`config.mk`:
```
export PLATFORM = sky130hd
export DESIGN_NAME = uabd_receiver
export DESIGN_NICKNAME = d
export VERILOG_FILES = /design/src/design/uabd_rate_gen.v /design/src/design/uabd_receiver.v
export VERILOG_INCLUDE_DIRS = /design/src /design/src/design
export SDC_FILE = /design/constraint.sdc
export NUM_CORES = 1
export LEC_CHECK = 0
export BUFFER_PORTS_ARGS = -buffer_cell sky130_fd_sc_hd__buf_4
export CORE_UTILIZATION = 40
export CTS_BUF_LIST = sky130_fd_sc_hd__clkbuf_2 sky130_fd_sc_hd__clkbuf_4 sky130_fd_sc_hd__clkbuf_8
export DETAILED_ROUTE_END_ITERATION = 10
export GPL_TIMING_DRIVEN = 0
export SYNTH_ARGS = -nofsm -noshare
export SYNTH_HDL_FRONTEND = slang
export SYNTH_SLANG_ARGS = --single-unit
```
`constraint.sdc`:
```
create_clock -name CLK_SYS -period 3.75 [get_ports CLK_SYS]
set_input_delay 0.375 -clock CLK_SYS [delete_from_list [all_inputs] [get_ports CLK_SYS]]
set_output_delay 0.375 -clock CLK_SYS [all_outputs]
set_load 0.01 [all_outputs]
```
`src/design/uabd_consts.vh`:
```
// ==========================================================================
// constants for the auto-baud and break-detect receiver
// assumes one 100 MHz system clock and an 8-bit register port
// How it works
// - setting the auto-baud enable bit starts calibration and keeps ordinary reception idle.
// - during calibration the receive line times the divisor counter instead of the reverse.
// - the divisor counter starts counting at the first rising edge after the start bit.
// - at the fifth rising edge the count stays in the divisor pair, enable clears, flag sets.
// - software reads and discards the receive buffer after calibration to clear the flag.
// - during calibration both divisor bytes form one 16-bit counter whatever the width select.
// - the calibration counter runs at one eighth of the normal divisor base clock.
// - calibration clock is clk/512, clk/128 with one select bit set, clk/32 with both.
// - the calibration counter starts at one and software subtracts one afterwards.
// - with wake-on-break also enabled, calibration runs on the byte after the break.
// - a break shows as receive flag set, framing error set and received data 00h together.
// - wake-on-break samples two line transitions, flags, then receives the next byte and flags.
`ifndef UABD_CONSTS_VH
`define UABD_CONSTS_VH

// ==========================================================================
// register offsets
`define UABD_ADDR_CTRL      4'h0
`define UABD_ADDR_STATUS    4'h1
`define UABD_ADDR_RXBUF     4'h2
`define UABD_ADDR_DIV_LOW   4'h3
`define UABD_ADDR_DIV_HIGH  4'h4
`define UABD_ADDR_IRQ_STAT  4'h5
`define UABD_ADDR_IRQ_MASK  4'h6

// ==========================================================================
// control register fields
`define UABD_CTRL_AUTOBAUD  0
`define UABD_CTRL_WIDE      1
`define UABD_CTRL_HISPEED   2
`define UABD_CTRL_WAKE      3
`define UABD_CTRL_ASYNC     4
`define UABD_CTRL_RESET     5'h00

// ==========================================================================
// status and interrupt fields
`define UABD_ST_RXFLAG      0
`define UABD_ST_FRAMING_ERROR_FLAG        1
`define UABD_ST_IDLE        2
`define UABD_IRQ_BYTE       0
`define UABD_IRQ_BREAK      1
`define UABD_IRQ_CAL        2
`define UABD_IRQ_WAKE       3

// ==========================================================================
// reset values and counts
`define UABD_DIV_RESET      16'h0000
`define UABD_CAL_START      16'h0001
`define UABD_CAL_EDGES      3'h5
`define UABD_DATA_BITS      3'h7
`define UABD_MASK_64        9'h03F
`define UABD_MASK_16        9'h00F
`define UABD_MASK_4         9'h003

`endif

```
`src/design/uabd_rate_gen.v`:
```
// ==========================================================================
// divisor base clock and calibration clock pulses
// assumes the select bits come from registers on the same clock
`timescale 1ns/100ps
`default_nettype none
`include "uabd_consts.vh"

module uabd_rate_gen (
    // clock and reset
    input  wire       CLK_SYS,
    input  wire       RESETN,
    // rate selection
    input  wire       WIDE_SEL,
    input  wire       HISPEED_SEL,
    // pulses
    output reg        BASE_TICK,
    output reg        CAL_TICK
);

    reg  [8:0] prescale_reg;
    wire [8:0] base_mask;
    wire [8:0] cal_mask;

    // ======================================================================
    // mask of the free counter giving the base clock period
    function [8:0] base_mask_of;
        input wide;
        input hs;
        begin
            case ({wide, hs})
                2'b00:   base_mask_of = `UABD_MASK_64;
                2'b11:   base_mask_of = `UABD_MASK_4;
                default: base_mask_of = `UABD_MASK_16;
            endcase
        end
    endfunction

    assign base_mask = base_mask_of(WIDE_SEL, HISPEED_SEL);
    // eight base periods: 512, 128 or 32 clocks
    assign cal_mask  = {base_mask[5:0], 3'b111};

    // ======================================================================
    // one free counter serves both pulses so they stay phase locked
    always @(posedge CLK_SYS or negedge RESETN) begin
        if (!RESETN) begin
            prescale_reg <= 9'h000;
            BASE_TICK    <= 1'b0;
            CAL_TICK     <= 1'b0;
        end else begin
            prescale_reg <= prescale_reg + 9'h001;
            BASE_TICK    <= ((prescale_reg & base_mask) == base_mask);
            CAL_TICK     <= ((prescale_reg & cal_mask) == cal_mask);
        end
    end

endmodule
`default_nettype wire

```
`src/design/uabd_receiver.v`:
```
// ==========================================================================
// asynchronous receiver with auto-baud calibration and break detection
// assumes a plain register port and a receive line from outside the clock
`timescale 1ns/100ps
`default_nettype none
`include "uabd_consts.vh"

module uabd_receiver (
    // clock and reset
    input  wire        CLK_SYS,
    input  wire        RESETN,
    // register port
    input  wire [3:0]  ADDR,
    input  wire [7:0]  WDATA,
    input  wire        WR,
    input  wire        RD,
    output reg  [7:0]  RDATA,
    // serial line
    input  wire        SERIAL_RECEIVE_LINE,
    // interrupt
    output wire        IRQ
);

    // ======================================================================
    // states
    localparam ST_IDLE   = 4'h0;
    localparam ST_START  = 4'h1;
    localparam ST_DATA   = 4'h2;
    localparam ST_STOP   = 4'h3;
    localparam ST_AB_ST  = 4'h4; // waiting for the sync start bit
    localparam ST_AB_R1  = 4'h5; // waiting for the first rising edge
    localparam ST_AB_CNT = 4'h6; // counting while edges arrive
    localparam ST_WK_LO  = 4'h7; // wake: first transition
    localparam ST_WK_HI  = 4'h8; // wake: second transition

    // ======================================================================
    // declarations
    reg  [2:0]  rx_sync_reg;
    reg         rx_level_reg;
    reg  [3:0]  state_reg;
    reg  [15:0] bit_cnt_reg;
    reg  [2:0]  bit_idx_reg;
    reg  [2:0]  edge_cnt_reg;
    reg  [7:0]  shift_reg;
    reg  [7:0]  receive_buffer_reg;
    reg         framing_error_flag_reg;
    reg         receive_flag_reg;
    reg  [15:0] baud_divisor_reg;
    reg         autobaud_enable_reg;
    reg         wide_divisor_select_reg;
    reg         high_speed_select_reg;
    reg         wake_on_break_enable_reg;
    reg         async_enable_reg;
    reg  [3:0]  irq_stat_reg;
    reg  [3:0]  irq_mask_reg;
    wire        base_tick;
    wire        cal_tick;
    wire        rx_next;
    wire        rx_rise;
    wire        rx_fall;
    wire        receive_idle;
    wire        wr_ctrl;
    wire        rd_rxbuf;
    wire        rd_irq;
    reg         byte_done;
    reg         cal_done;
    reg         wake_done;
    reg  [7:0]  rd_mux;

    // ======================================================================
    // base and calibration clock pulses
    uabd_rate_gen u_rate (
        .CLK_SYS     (CLK_SYS),
        .RESETN      (RESETN),
        .WIDE_SEL    (wide_divisor_select_reg),
        .HISPEED_SEL (high_speed_select_reg),
        .BASE_TICK   (base_tick),
        .CAL_TICK    (cal_tick)
    );

    // ======================================================================
    // line synchroniser: level moves only when the last two stages agree
    assign rx_next = (rx_sync_reg[1] == rx_sync_reg[2]) ? rx_sync_reg[2] : rx_level_reg;
    assign rx_rise = rx_next & ~rx_level_reg;
    assign rx_fall = ~rx_next & rx_level_reg;

    always @(posedge CLK_SYS or negedge RESETN) begin
        if (!RESETN) begin
            rx_sync_reg  <= 3'b111;
            rx_level_reg <= 1'b1;
        end else begin
            rx_sync_reg  <= {rx_sync_reg[1:0], SERIAL_RECEIVE_LINE};
            rx_level_reg <= rx_next;
        end
    end

    // ======================================================================
    // register port decodes
    assign wr_ctrl      = WR && (ADDR == `UABD_ADDR_CTRL);
    assign rd_rxbuf     = RD && (ADDR == `UABD_ADDR_RXBUF);
    assign rd_irq       = RD && (ADDR == `UABD_ADDR_IRQ_STAT);
    assign receive_idle = (state_reg == ST_IDLE);

    // ======================================================================
    // receive state machine; calibration and wake share it
    always @(posedge CLK_SYS or negedge RESETN) begin
        if (!RESETN) begin
            state_reg              <= ST_IDLE;
            bit_cnt_reg            <= 16'h0000;
            bit_idx_reg            <= 3'h0;
            edge_cnt_reg           <= 3'h0;
            shift_reg              <= 8'h00;
            receive_buffer_reg     <= 8'h00;
            framing_error_flag_reg <= 1'b0;
            byte_done              <= 1'b0;
            cal_done               <= 1'b0;
            wake_done              <= 1'b0;
        end else begin
            byte_done <= 1'b0;
            cal_done  <= 1'b0;
            wake_done <= 1'b0;
            if (!async_enable_reg) begin
                state_reg <= ST_IDLE;
            end else begin
                case (state_reg)
                    ST_IDLE: begin
                        // wake first so calibration follows the break; done pulses bar re-entry
                        if (wake_on_break_enable_reg && !wake_done) begin
                            state_reg <= ST_WK_LO;
                        end else if (autobaud_enable_reg && !cal_done) begin
                            state_reg <= ST_AB_ST;
                        end else if (rx_fall) begin
                            bit_cnt_reg <= {1'b0, baud_divisor_reg[15:1]};
                            state_reg   <= ST_START;
                        end
                    end
                    ST_START: begin
                        if (base_tick) begin
                            if (bit_cnt_reg != 16'h0000) begin
                                bit_cnt_reg <= bit_cnt_reg - 16'h0001;
                            end else if (!rx_level_reg) begin
                                bit_cnt_reg <= baud_divisor_reg;
                                bit_idx_reg <= 3'h0;
                                state_reg   <= ST_DATA;
                            end else begin
                                // glitch shorter than half a bit
                                state_reg <= ST_IDLE;
                            end
                        end
                    end
                    ST_DATA: begin
                        if (base_tick) begin
                            if (bit_cnt_reg != 16'h0000) begin
                                bit_cnt_reg <= bit_cnt_reg - 16'h0001;
                            end else begin
                                bit_cnt_reg <= baud_divisor_reg;
                                shift_reg   <= {rx_level_reg, shift_reg[7:1]};
                                bit_idx_reg <= bit_idx_reg + 3'h1;
                                if (bit_idx_reg == `UABD_DATA_BITS) begin
                                    state_reg <= ST_STOP;
                                end
                            end
                        end
                    end
                    ST_STOP: begin
                        if (base_tick) begin
                            if (bit_cnt_reg != 16'h0000) begin
                                bit_cnt_reg <= bit_cnt_reg - 16'h0001;
                            end else begin
                                // a break lands here with data 00h and stop low
                                receive_buffer_reg     <= shift_reg;
                                framing_error_flag_reg <= ~rx_level_reg;
                                byte_done              <= 1'b1;
                                state_reg              <= ST_IDLE;
                            end
                        end
                    end
                    ST_AB_ST: begin
                        if (!autobaud_enable_reg) begin
                            state_reg <= ST_IDLE;
                        end else if (rx_fall) begin
                            state_reg <= ST_AB_R1;
                        end
                    end
                    ST_AB_R1: begin
                        if (rx_rise) begin
                            edge_cnt_reg <= 3'h1;
                            state_reg    <= ST_AB_CNT;
                        end
                    end
                    ST_AB_CNT: begin
                        // buffer untouched during calibration
                        if (rx_rise) begin
                            edge_cnt_reg <= edge_cnt_reg + 3'h1;
                            if (edge_cnt_reg == (`UABD_CAL_EDGES - 3'h1)) begin
                                cal_done  <= 1'b1;
                                state_reg <= ST_IDLE;
                            end
                        end
                    end
                    ST_WK_LO: begin
                        if (rx_fall) begin
                            state_reg <= ST_WK_HI;
                        end
                    end
                    ST_WK_HI: begin
                        if (rx_rise) begin
                            wake_done <= 1'b1;
                            state_reg <= ST_IDLE;
                        end
                    end
                    default: begin
                        state_reg <= ST_IDLE;
                    end
                endcase
            end
        end
    end

    // ======================================================================
    // divisor pair: software value, or the 16-bit calibration counter
    always @(posedge CLK_SYS or negedge RESETN) begin
        if (!RESETN) begin
            baud_divisor_reg <= `UABD_DIV_RESET;
        end else if (state_reg == ST_AB_R1 && rx_rise) begin
            baud_divisor_reg <= `UABD_CAL_START;
        end else if (state_reg == ST_AB_CNT) begin
            // the line, not the divisor, sets the interval; full 16 bits
            if (cal_tick && !(rx_rise && edge_cnt_reg == (`UABD_CAL_EDGES - 3'h1))) begin
                baud_divisor_reg <= baud_divisor_reg + 16'h0001;
            end
        end else if (state_reg != ST_AB_R1 && !autobaud_enable_reg && WR) begin
            if (ADDR == `UABD_ADDR_DIV_LOW) begin
                baud_divisor_reg[7:0] <= WDATA;
            end else if (ADDR == `UABD_ADDR_DIV_HIGH) begin
                baud_divisor_reg[15:8] <= WDATA;
            end
        end
    end

    // ======================================================================
    // control register; hardware clears enables when its sequence ends
    always @(posedge CLK_SYS or negedge RESETN) begin
        if (!RESETN) begin
            {async_enable_reg, wake_on_break_enable_reg, high_speed_select_reg,
             wide_divisor_select_reg, autobaud_enable_reg} <= `UABD_CTRL_RESET;
            irq_mask_reg <= 4'h0;
        end else begin
            if (wr_ctrl) begin
                autobaud_enable_reg      <= WDATA[`UABD_CTRL_AUTOBAUD];
                wide_divisor_select_reg  <= WDATA[`UABD_CTRL_WIDE];
                high_speed_select_reg    <= WDATA[`UABD_CTRL_HISPEED];
                wake_on_break_enable_reg <= WDATA[`UABD_CTRL_WAKE];
                async_enable_reg         <= WDATA[`UABD_CTRL_ASYNC];
            end
            if (cal_done) begin
                autobaud_enable_reg <= 1'b0;
            end
            if (wake_done) begin
                wake_on_break_enable_reg <= 1'b0;
            end
            if (WR && ADDR == `UABD_ADDR_IRQ_MASK) begin
                irq_mask_reg <= WDATA[3:0];
            end
        end
    end

    // ======================================================================
    // receive flag: read of the buffer clears, a new event wins
    always @(posedge CLK_SYS or negedge RESETN) begin
        if (!RESETN) begin
            receive_flag_reg <= 1'b0;
        end else if (byte_done || cal_done || wake_done) begin
            receive_flag_reg <= 1'b1;
        end else if (rd_rxbuf) begin
            receive_flag_reg <= 1'b0;
        end
    end

    // ======================================================================
    // sticky interrupt status, cleared by reading it; set beats clear
    always @(posedge CLK_SYS or negedge RESETN) begin
        if (!RESETN) begin
            irq_stat_reg <= 4'h0;
        end else begin
            irq_stat_reg <= (rd_irq ? 4'h0 : irq_stat_reg)
                          | {wake_done, cal_done,
                             byte_done & ~rx_level_reg & (shift_reg == 8'h00), byte_done};
        end
    end

    assign IRQ = |(irq_stat_reg & irq_mask_reg);

    // ======================================================================
    // read data, one cycle after the strobe; unmapped reads give zero
    always @* begin
        case (ADDR)
            `UABD_ADDR_CTRL:     rd_mux = {3'b000, async_enable_reg, wake_on_break_enable_reg,
                                           high_speed_select_reg, wide_divisor_select_reg,
                                           autobaud_enable_reg};
            `UABD_ADDR_STATUS:   rd_mux = {5'b00000, receive_idle, framing_error_flag_reg,
                                           receive_flag_reg};
            `UABD_ADDR_RXBUF:    rd_mux = receive_buffer_reg;
            `UABD_ADDR_DIV_LOW:  rd_mux = baud_divisor_reg[7:0];
            `UABD_ADDR_DIV_HIGH: rd_mux = baud_divisor_reg[15:8];
            `UABD_ADDR_IRQ_STAT: rd_mux = {4'h0, irq_stat_reg};
            `UABD_ADDR_IRQ_MASK: rd_mux = {4'h0, irq_mask_reg};
            default:             rd_mux = 8'h00;
        endcase
    end

    always @(posedge CLK_SYS or negedge RESETN) begin
        if (!RESETN) begin
            RDATA <= 8'h00;
        end else begin
            RDATA <= RD ? rd_mux : 8'h00;
        end
    end

endmodule
`default_nettype wire

```
==> results of run 1 <==
-- cell type report --
| type | count | area, sq um |
|---|---|---|
| tap | 176 | 220.2 |
| timing repair buffer | 22 | 165.2 |
| multi-input combinational | 434 | 2845 |
| sequential | 99 | 2482 |
| fill | 1326 | 7283 |
| buffer | 35 | 188.9 |
| clock inverter | 7 | 76.32 |
| clock buffer | 9 | 123.9 |
| inverter | 18 | 67.56 |
-- logic make-up (layout without fill, tap and decap cells) --
family / Yosys count / in the layout / synth area share
and+or+nand+nor: 213 / 213 / 0.2061
AOI/OAI and AO/OA: 181 / 181 / 0.2243
DFF: 99 / 99 / 0.4445
buffers and inverters: 53 / 91 / 0.04593
muxes: 25 / 25 / 0.05019
adders and majority gates: 8 / 8 / 0.01793
xor gates and xnor gates: 7 / 7 / 0.01098
-- report_power, final --
| group | switching, mW | internal (mW) |
|---|---|---|
| Clock | 0.436 | 0.267 |
| Combinational | 0.918 | 0.598 |
| Sequential | 0.268 | 1.27 |
| Total | 1.62 | 2.13 |
-- how the worst max path moves through the flow --
stage / cells past startpoint / to / start / slack, ns
floorplan: 9 / bit_cnt_reg[14] / bit_cnt_reg[0] / 1.80
global placement: 6 / baud_divisor_reg[9] / rx_sync_reg[1] / 1.47
detailed placement: 6 / baud_divisor_reg[9] / rx_sync_reg[1] / 1.45
CTS: 6 / baud_divisor_reg[15] / rx_sync_reg[1] / 1.42
global route: 9 / bit_cnt_reg[14] / bit_cnt_reg[0] / 1.21
finish: 6 / baud_divisor_reg[9] / rx_sync_reg[1] / 1.35
-- cells in the mapped netlist (4+ instances only) --
cell type	count	area, sq um
dfrtp_1	95	2377
nand2_1	71	266.5
nor2_1	43	161.4
o21ai_0	39	195.2
a21oi_1	30	150.1
nand3_1	19	95.09
inv_1	18	67.56
clkbuf_1	17	63.81
a22o_1	12	105.1
mux2_2	12	135.1
nor3_1	12	60.06
a31oi_1	11	68.82
nor2b_1	11	68.82
o22ai_1	11	68.82
mux2i_1	10	100.1
a22oi_1	9	67.56
buf_2	9	45.04
ha_1	8	100.1
o31a_1	7	61.31
a21o_1	6	45.04
a222oi_1	6	60.06
and2_1	6	37.54
nand2b_1	6	37.54
nand4_1	6	37.54
and3_1	5	31.28
nor4_1	5	31.28
o2bb2ai_1	5	43.79
o31ai_1	5	37.54
xnor2_1	5	43.79
buf_4	4	30.03
buf_6	4	45.04
dfstp_2	4	105.1
-- stage by stage --
stage                     area [sq um]  utilization
after floorplan                   5584            -
after global placement            5969       0.4437
after detailed placement          5969       0.4437
after CTS                         6170       0.4586
after global routing              6170       0.4586
final                             6170       0.4586
-- critical path: stages (launching register included) --
cell and delay [ns]:
dfstp_2 0.58, and3b_1 0.17, clkbuf_1 0.28, nand2_1 0.35, a31oi_1 0.52, nand2_1 0.21
o21ai_0 0.22
-- per-layer routing --
metal / part of all wire / global-route usage / up-vias
li1: - / - / 2227
met1: 0.46 / 0.2970 / 2380
met2: 0.46 / 0.3358 / 178
met3: 0.061 / 0.04990 / 30
met4: 0.019 / 0.07344 / 0
met5: 0 / 0 / -
==> flow_summary.json, run 1 <==
{
  "status": "completed",
  "ant_nets": 0,
  "p_per_area_nw_per_um2": 608.4,
  "diodes": 0,
  "rows": 42,
  "io_buffers": 22,
  "fp.dieH_um": 120.2,
  "crit_path_start_kind": "flip-flop",
  "maxCapViolations": 0,
  "post-dp-hpwl_mm": 10.79,
  "die-area_sq_um": 14440,
  "syn_nets": 611,
  "vias_per_cell": 6.019,
  "dieWidth_um": 120.2,
  "ys_async_sr_fraction": 1.000,
  "synth_enable_flop_cells": 0,
  "drt_pass1_iterations": 5,
  "worst_hold_slack_ns": 0.08362,
  "mostFrequentLayoutCells": "dfrtp_1 (95), nand2_1 (71), nor2_1 (43)",
  "drtIter0Drc": 496,
  "final.min_clock_period_ns": 2.398,
  "cts-resized-gates": 0,
  "whs_path_depth": 1,
  "yosys_warnings": 0,
  "syn_to_final_growth_pct": 10.49,
  "setup_ws_ns": 1.352,
  "io_pins": 26,
  "finalHoldViolCount": 0,
  "final_cells": 800,
  "totalWireLength_mm": 14.84,
  "grt-ovfl-total": 0,
  "hold_path.class": "input pin to flip-flop",
  "clk_pin_slew_ns": 0.11,
  "grt_start_max_net_pins": 100,
  "grt_pass1_wl_mm": 24.08,
  "peakVddDrop_v": 0.0002966,
  "rsz0062_at_grt": "false",
  "layout-drive-gt1-share": 0.1619,
  "cts_tree": "built",
  "core_sq_um": 13450,
  "fmax_ghz": 0.4170,
  "cts_setup_buffers": 0,
  "min_from": "SERIAL_RECEIVE_LINE",
  "fin_tns_setup_ns": 0,
  "finalSetupViolCount": 0,
  "ys_seq_elements": 99,
  "nNetsFinal": 644,
  "h-tree-depth": 3,
  "crit_required_ns": 4.06,
  "r2r.worst_path.cells": 6,
  "synth_area_sq_um": 5584,
  "fin_skew_ns": 0.01248,
  "reg2reg_to": "baud_divisor_reg[9]",
  "r2r_slack_ns": 1.35,
  "clock_sinks": 99,
  "worst_hold_path.endpoint": "rx_sync_reg[0]",
  "placed_cells": 784,
  "dp_slack_ns": 1.451,
  "final-max-slew-violation-count": 0,
  "final_common_cell": "dfrtp_1",
  "numCtsBuffers": 9,
  "ys_types": 75,
  "wl_per_cell_um": 18.55,
  "synth_ff_type": "dfrtp_1",
  "worst_pin_slew_ns": 1.227,
  "power_mw": 3.754,
  "grt_use_total": 0.2169,
  "insertion_delay_ns": 0.40,
  "syn_area_per_cell_sq_um": 9.529,
  "worstPathMaxFanout": 9,
  "crit_type": "flip-flop to flip-flop",
  "clock-root-buffer": "clkbuf_8",
  "grt_pass1_vias": 4566,
  "critical_path.endpoint_type": "flip-flop",
  "cts.path.max_buffers": 2,
  "seq_area_frac_synth": 0.4445,
  "fin_crit_sh": 0.6395,
  "maxSlewHeadroom": 0.1819,
  "initial_utilization": 0.4151,
  "r2r-start": "rx_sync_reg[1]",
  "cts_hold_buf": 0,
  "drcViolationCount": 0,
  "power.leakage_nw": 2.709,
  "vias": 4815,
  "gp_congestion": 0.9856,
  "syn_inst": 586,
  "antenna_found_initial": 0,
  "cp_data_arrival_time_ns": 2.71
}
Power figures use the tool's default switching activity.
==> inputs of run 2 (changes only) <==
==> constraint.sdc (replaced) <==
create_clock -name CLK_SYS -period 2.2 [get_ports CLK_SYS]
set_input_delay 0.22 -clock CLK_SYS [delete_from_list [all_inputs] [get_ports CLK_SYS]]
set_output_delay 0.22 -clock CLK_SYS [all_outputs]
set_load 0.01 [all_outputs]
==> run 2 against run 1 <==
Compared with the run above:
- final cell count up 1.3%
- utilization increased by 1.3 points
- sequential share of layout area is 1.1 points lower
- routed wire length increased by 1.3%
- first-iteration DRC count decreased by 2.8%
- via count grew 1.0%
- global-route usage grew 0.13 points
- critical path depth increased by 2
- maximum frequency is 11% higher
- sequential cell count did not move
- clock-buffer cell count unchanged
==> flow_summary.json, run 2 (synthesis gave the netlist of run 1 again) <==
{
  "power.leakage_nw": 2.815,
  "r2r_slack_ns": 0.04,
  "final_util": 0.4721,
  "h-tree-depth": 3,
  "worst_pin_slew_ns": 1.236,
  "drt_pass1_iterations": 6,
  "status": "completed",
  "finalSetupViolCount": 0,
  "r2r-start": "bit_cnt_reg[8]",
  "antenna_found_initial": 0,
  "crit_required_ns": 2.48,
  "cts_tree": "built",
  "totalWireLength_mm": 15.03,
  "crit_path_start_kind": "flip-flop",
  "core_sq_um": 13450,
  "final_common_cell": "dfrtp_1",
  "worstPathMaxFanout": 8,
  "grt_pass1_wl_mm": 24.21,
  "finalHoldViolCount": 0,
  "post-dp-hpwl_mm": 10.79,
  "vias_per_cell": 6.004,
  "drtIter0Drc": 482,
  "r2r.worst_path.cells": 8,
  "grt-ovfl-total": 0,
  "fin_tns_setup_ns": 0,
  "initial_utilization": 0.4151,
  "rsz0062_at_grt": "true",
  "crit_chain": "nor4_4 > buf_4 > and2_1 > buf_4 > nand3_2 > nor2_4 > nand3_4 > mux2_1",
  "cpMostUsedCell": "buf_4",
  "fin_crit_sh": 0.9821,
  "gp_congestion": 0.9856,
  "final.min_clock_period_ns": 2.161,
  "clk_pin_slew_ns": 0.11,
  "fmax_ghz": 0.4628,
  "cpPeakStageDelay_ns": 0.45,
  "cpMaxStageDelayCell": "dfrtp_1",
  "grt_use_total": 0.2182,
  "mostFrequentLayoutCells": "dfrtp_1 (95), nand2_1 (69), nor2_1 (41)",
  "layout-drive-gt1-share": 0.1972,
  "insertion_delay_ns": 0.40,
  "io_pins": 26,
  "clock-root-buffer": "clkbuf_8",
  "syn_to_final_growth_pct": 13.74,
  "fp.dieH_um": 120.2,
  "maxCapViolations": 0,
  "fin_skew_ns": 0.01182,
  "hold_path.class": "input pin to async pin",
  "crit_buf_inv": 2,
  "grt_pass1_vias": 4603,
  "peakVddDrop_v": 0.0005047,
  "p_per_area_nw_per_um2": 1045,
  "critical_path.endpoint_type": "flip-flop",
  "final-max-slew-violation-count": 0,
  "rows": 42,
  "dieWidth_um": 120.2,
  "maxSlewHeadroom": 0.1759,
  "nNetsFinal": 654,
  "cp_data_arrival_time_ns": 2.44,
  "diodes": 0,
  "ant_nets": 0,
  "wl_per_cell_um": 18.56,
  "numCtsBuffers": 9,
  "path_delay_family": "simple AND/OR/NAND/NOR gates",
  "grt_start_max_net_pins": 100,
  "crit_type": "flip-flop to flip-flop",
  "clock_sinks": 99,
  "cts.path.max_buffers": 2,
  "io_buffers": 22,
  "die-area_sq_um": 14440,
  "drcViolationCount": 0,
  "reg2reg_to": "shift_reg[1]",
  "vias": 4863
}
[run 2: where the power goes]
group | internal, mW | total (mW) | switching, mW | leakage (nW)
registers | 2.16 | 2.64 | 0.482 | 1.29
logic | 1.15 | 2.79 | 1.64 | 1.42
clock network | 0.455 | 1.20 | 0.748 | 0.103
[run 2: worst max-delay path by stage]
stage | start | depth (start not counted) | slack (ns) | endpoint
floorplan | bit_cnt_reg[0] | 9 | 0.25 | bit_cnt_reg[14]
global placement | rx_sync_reg[1] | 6 | -0.08 | baud_divisor_reg[9]
detailed placement | rx_sync_reg[1] | 6 | -0.1 | baud_divisor_reg[9]
CTS | bit_cnt_reg[12] | 6 | 0.003 | bit_cnt_reg[2]
global route | bit_cnt_reg[15] | 8 | -0.04 | bit_cnt_reg[10]
finish | bit_cnt_reg[8] | 8 | 0.04 | shift_reg[1]
[run 2: per-layer routing]
metal	share of wire	up-vias	GRT usage
li1	-	2250	-
met1	0.45	2388	0.2964
met3	0.066	30	0.05038
met2	0.47	195	0.3398
met4	0.021	0	0.07578
met5	0	-	0
[run 2: cell type report]
class                      count  area [sq um]
buffer                        34         195.2
clock buffer                   9         123.9
multi-input combinational    434          2935
inverter                      18         67.56
clock inverter                 7         76.32
fill                        1311          7102
tap                          176         220.2
timing repair buffer          33         250.2
sequential                    99          2482
[run 2: metrics by stage]
stage          setup WS, ns  total power [mW]  instances  hold WS [ns]  area, sq um
4_1_cts            0.003322             6.445        801       0.06097         6227
3_3_place_gp       -0.07771             5.117        784        0.3281         5969
6_report            0.03935             6.636        810       0.08080         6351
3_5_place_dp       -0.09881             5.169        784        0.3295         5969
2_1_floorplan        0.2507             4.415        586      -0.07559         5584
5_1_grt            -0.04107             7.018        810       0.07279         6351
[run 2: worst reg2reg max path, delay by kind of cell (launching register included)]
kind	cells	cell delay [ns]
and+or+nand+nor	5	0.92
DFF	1	0.45
muxes	1	0.35
buffers and inverters	2	0.33
[run 2: repair_timing]
item,4_1_cts,5_1_grt
gates resized for setup,9,22
buffers inserted,0,9
pin swaps,1,10
hold buffers,1,0
gates cloned,0,1
endpoints found under the hold margin,1,0
setup endpoints to repair,36,52
==> inputs of run 3 (changes only) <==
--- a/config.mk
+++ b/config.mk
@@ -13,4 +13,5 @@
 export GPL_TIMING_DRIVEN = 0
 export SYNTH_ARGS = -nofsm -noshare
 export SYNTH_HDL_FRONTEND = slang
+export SYNTH_HIERARCHICAL = 1
 export SYNTH_SLANG_ARGS = --single-unit
==> run 3 against run 2 <==
Compared with the run above:
- the flow now finishes with violations (setup timing)
- clock-buffer cell count did not move
- worst setup slack got worse by 0.044 ns
- via count up 1.5%
- maximum frequency is 2.0% lower
- final cell count shrank 0.99%
- design area is 3.6% higher
- sequential cell count did not move
- critical path type unchanged
- highest routed layer unchanged
==> flow_summary.json, run 3 <==
{
  "yosys_warnings": 6,
  "numCtsBuffers": 9,
  "reg2reg_to": "bit_idx_reg[0]",
  "h-tree-depth": 3,
  "final_util": 0.4892,
  "crit_required_ns": 2.48,
  "placed_cells": 765,
  "ys_seq_elements": 99,
  "syn_area_per_cell_sq_um": 9.919,
  "die-area_sq_um": 14540,
  "wl_per_cell_um": 19.78,
  "maxCapViolations": 0,
  "status": "finished with violations",
  "vias": 4936,
  "synth_ff_type": "dfrtp_1",
  "vias_per_cell": 6.155,
  "r2r-start": "bit_cnt_reg[1]",
  "syn_to_final_growth_pct": 17.02,
  "crit_type": "flip-flop to flip-flop",
  "clock-root-buffer": "clkbuf_8",
  "r2r.worst_path.cells": 7,
  "critical_path.endpoint_type": "flip-flop",
  "rsz0062_at_grt": "true",
  "fin_crit_sh": 1.002,
  "r2r_slack_ns": -0.005,
  "core_sq_um": 13450,
  "synth_area_sq_um": 5624,
  "worst_hold_path.endpoint": "async_enable_reg",
  "syn_nets": 591,
  "power_mw": 6.438,
  "nNetsFinal": 645,
  "final-max-slew-violation-count": 0,
  "synth_enable_flop_cells": 0,
  "synth_common_cells": "dfrtp_1 (95), nand2_1 (45), nor2_1 (43), mux2_2 (28), o21ai_0 (28)",
  "fmax_ghz": 0.4536,
  "synth_top_area_frac": 0.4227,
  "dieWidth_um": 120.6,
  "fp.dieH_um": 120.6,
  "maxSlewHeadroom": 0.6312,
  "crit_path_start_kind": "flip-flop",
  "diodes": 0,
  "io_pins": 26,
  "violations": "setup timing",
  "dpl_cell_area_sq_um": 6010,
  "clock_sinks": 99,
  "setup_ws_ns": -0.004796,
  "grt_use_total": 0.2276,
  "p_per_area_nw_per_um2": 978.3,
  "ys_types": 80,
  "rows": 42,
  "insertion_delay_ns": 0.40,
  "fin_skew_ns": 0.01790,
  "finalSetupViolCount": 1,
  "fin_tns_setup_ns": -0.004796,
  "antenna_found_initial": 0,
  "hold_path.class": "input pin to flip-flop",
  "cts_tree": "built",
  "grt_start_max_net_pins": 100,
  "fin_area_sq_um": 6581,
  "ant_nets": 0,
  "cp_data_arrival_time_ns": 2.49,
  "post-dp-hpwl_mm": 11.16,
  "layout-drive-gt1-share": 0.2348,
  "drt_pass1_iterations": 7,
  "drcViolationCount": 0,
  "final.min_clock_period_ns": 2.205,
  "io_buffers": 22,
  "seq_area_frac_synth": 0.4414,
  "ys_async_sr_fraction": 1.000,
  "worstPathMaxFanout": 5,
  "drtIter0Drc": 433,
  "fill_cells": 1309,
  "gp_congestion": 0.9452,
  "syn_inst": 567,
  "grt_pass1_wl_mm": 25.26,
  "final_cells": 802,
  "ys_top_cells_by_area": "dfrtp_1 (42%), mux2_2 (5.6%), nand2_1 (3.0%)",
  "grt-ovfl-total": 0,
  "cts.path.max_buffers": 2,
  "finalHoldViolCount": 0,
  "grt_pass1_vias": 4755,
  "yosysMostFrequentCell": "dfrtp_1",
  "power.leakage_nw": 2.813,
  "mostFrequentLayoutCells": "dfrtp_1 (94), nand2_1 (45), nor2_1 (40)",
  "worst_pin_slew_ns": 0.5532,
  "min_from": "WDATA[4]",
  "peakVddDrop_v": 0.0004129,
  "whs_path_depth": 2,
  "final_common_cell": "dfrtp_1",
  "totalWireLength_mm": 15.86,
  "initial_utilization": 0.4181,
  "clk_pin_slew_ns": 0.11,
  "yosysTopAreaCell": "dfrtp_1"
}
==> run 3: cell types whose count changed in the layout (fill, tap and decap cells not counted), sizes merged, moves of 5 or more <==
cell   previous run  this run
a21oi            32        26
a31oi            11         6
mux2             14        28
buf              49        56
o21ai            44        38
nand2            71        45
==> run 3: how the worst max path moves through the flow <==
stage | start | to | slack (ns)
4_1_cts | bit_cnt_reg[0] | bit_idx_reg[0] | 0.006
3_3_place_gp | bit_cnt_reg[0] | shift_reg[3] | -0.33
5_1_grt | bit_cnt_reg[1] | bit_idx_reg[0] | -0.06
6_report | bit_cnt_reg[1] | bit_idx_reg[0] | -0.005
2_1_floorplan | bit_cnt_reg[0] | bit_idx_reg[0] | 0.11
3_5_place_dp | bit_cnt_reg[0] | shift_reg[3] | -0.33
==> run 3: cells by family after synthesis <==
group,Yosys count,synth area share
xor gates and xnor gates,8,0.01246
buffers and inverters,51,0.04205
adders and majority gates,8,0.01735
AOI/OAI and AO/OA,165,0.2111
DFF,99,0.4414
and+or+nand+nor,195,0.1920
muxes,41,0.08365
==> run 3: layer usage <==
metal  vias to the layer above  track usage  wire [um]
li1                       2262            -          -
met1                      2514       0.3122       7393
met2                       138       0.3596       7445
met3                        22      0.04340        744
met4                         0      0.07870        276
met5                         -            0          0
==> run 3: worst max-delay path, cell delays in order, from the launching register on <==
cell,delay (ns)
dfrtp_1,0.42
inv_2,0.08
ha_4,0.14
nor3b_4,0.30
and2_4,0.20
nand4_1,0.13
or4_4,0.55
mux2_4,0.27
==> run 3: area by class of cell <==
type,instances,area [sq um],share of cell area
clock buffer,9,123.9,0.01882
inverter,18,67.56,0.01027
sequential,99,2484,0.3774
clock inverter,7,100.1,0.01521
buffer,33,186.4,0.02833
multi-input combinational,418,3040,0.4620
timing repair buffer,42,359.1,0.05456
tap,176,220.2,0.03346
==> run 3: stage by stage <==
step,hold WS (ns),setup slack (ns)
final,0.09371,-0.004796
after floorplan,-0.07559,0.1066
after CTS,0.07591,0.005815
after global placement,0.3299,-0.3278
after global routing,0.07583,-0.05968
after detailed placement,0.3320,-0.3300
==> run 3: power breakdown <==
part / internal, mW / total, mW / switching, mW
Sequential: 2.12 / 2.62 / 0.500
Clock: 0.565 / 1.31 / 0.746
Combinational: 1.03 / 2.51 / 1.48
==> run 3: what timing repair did <==
action / CTS / global route
cloned: 0 / 3
setup endpoints to repair: 36 / 41
endpoints found under the hold margin: 1 / 95
setup buffers: 10 / 5
hold buffers: 1 / 1
resized for setup: 11 / 33
pin swaps: 4 / 8
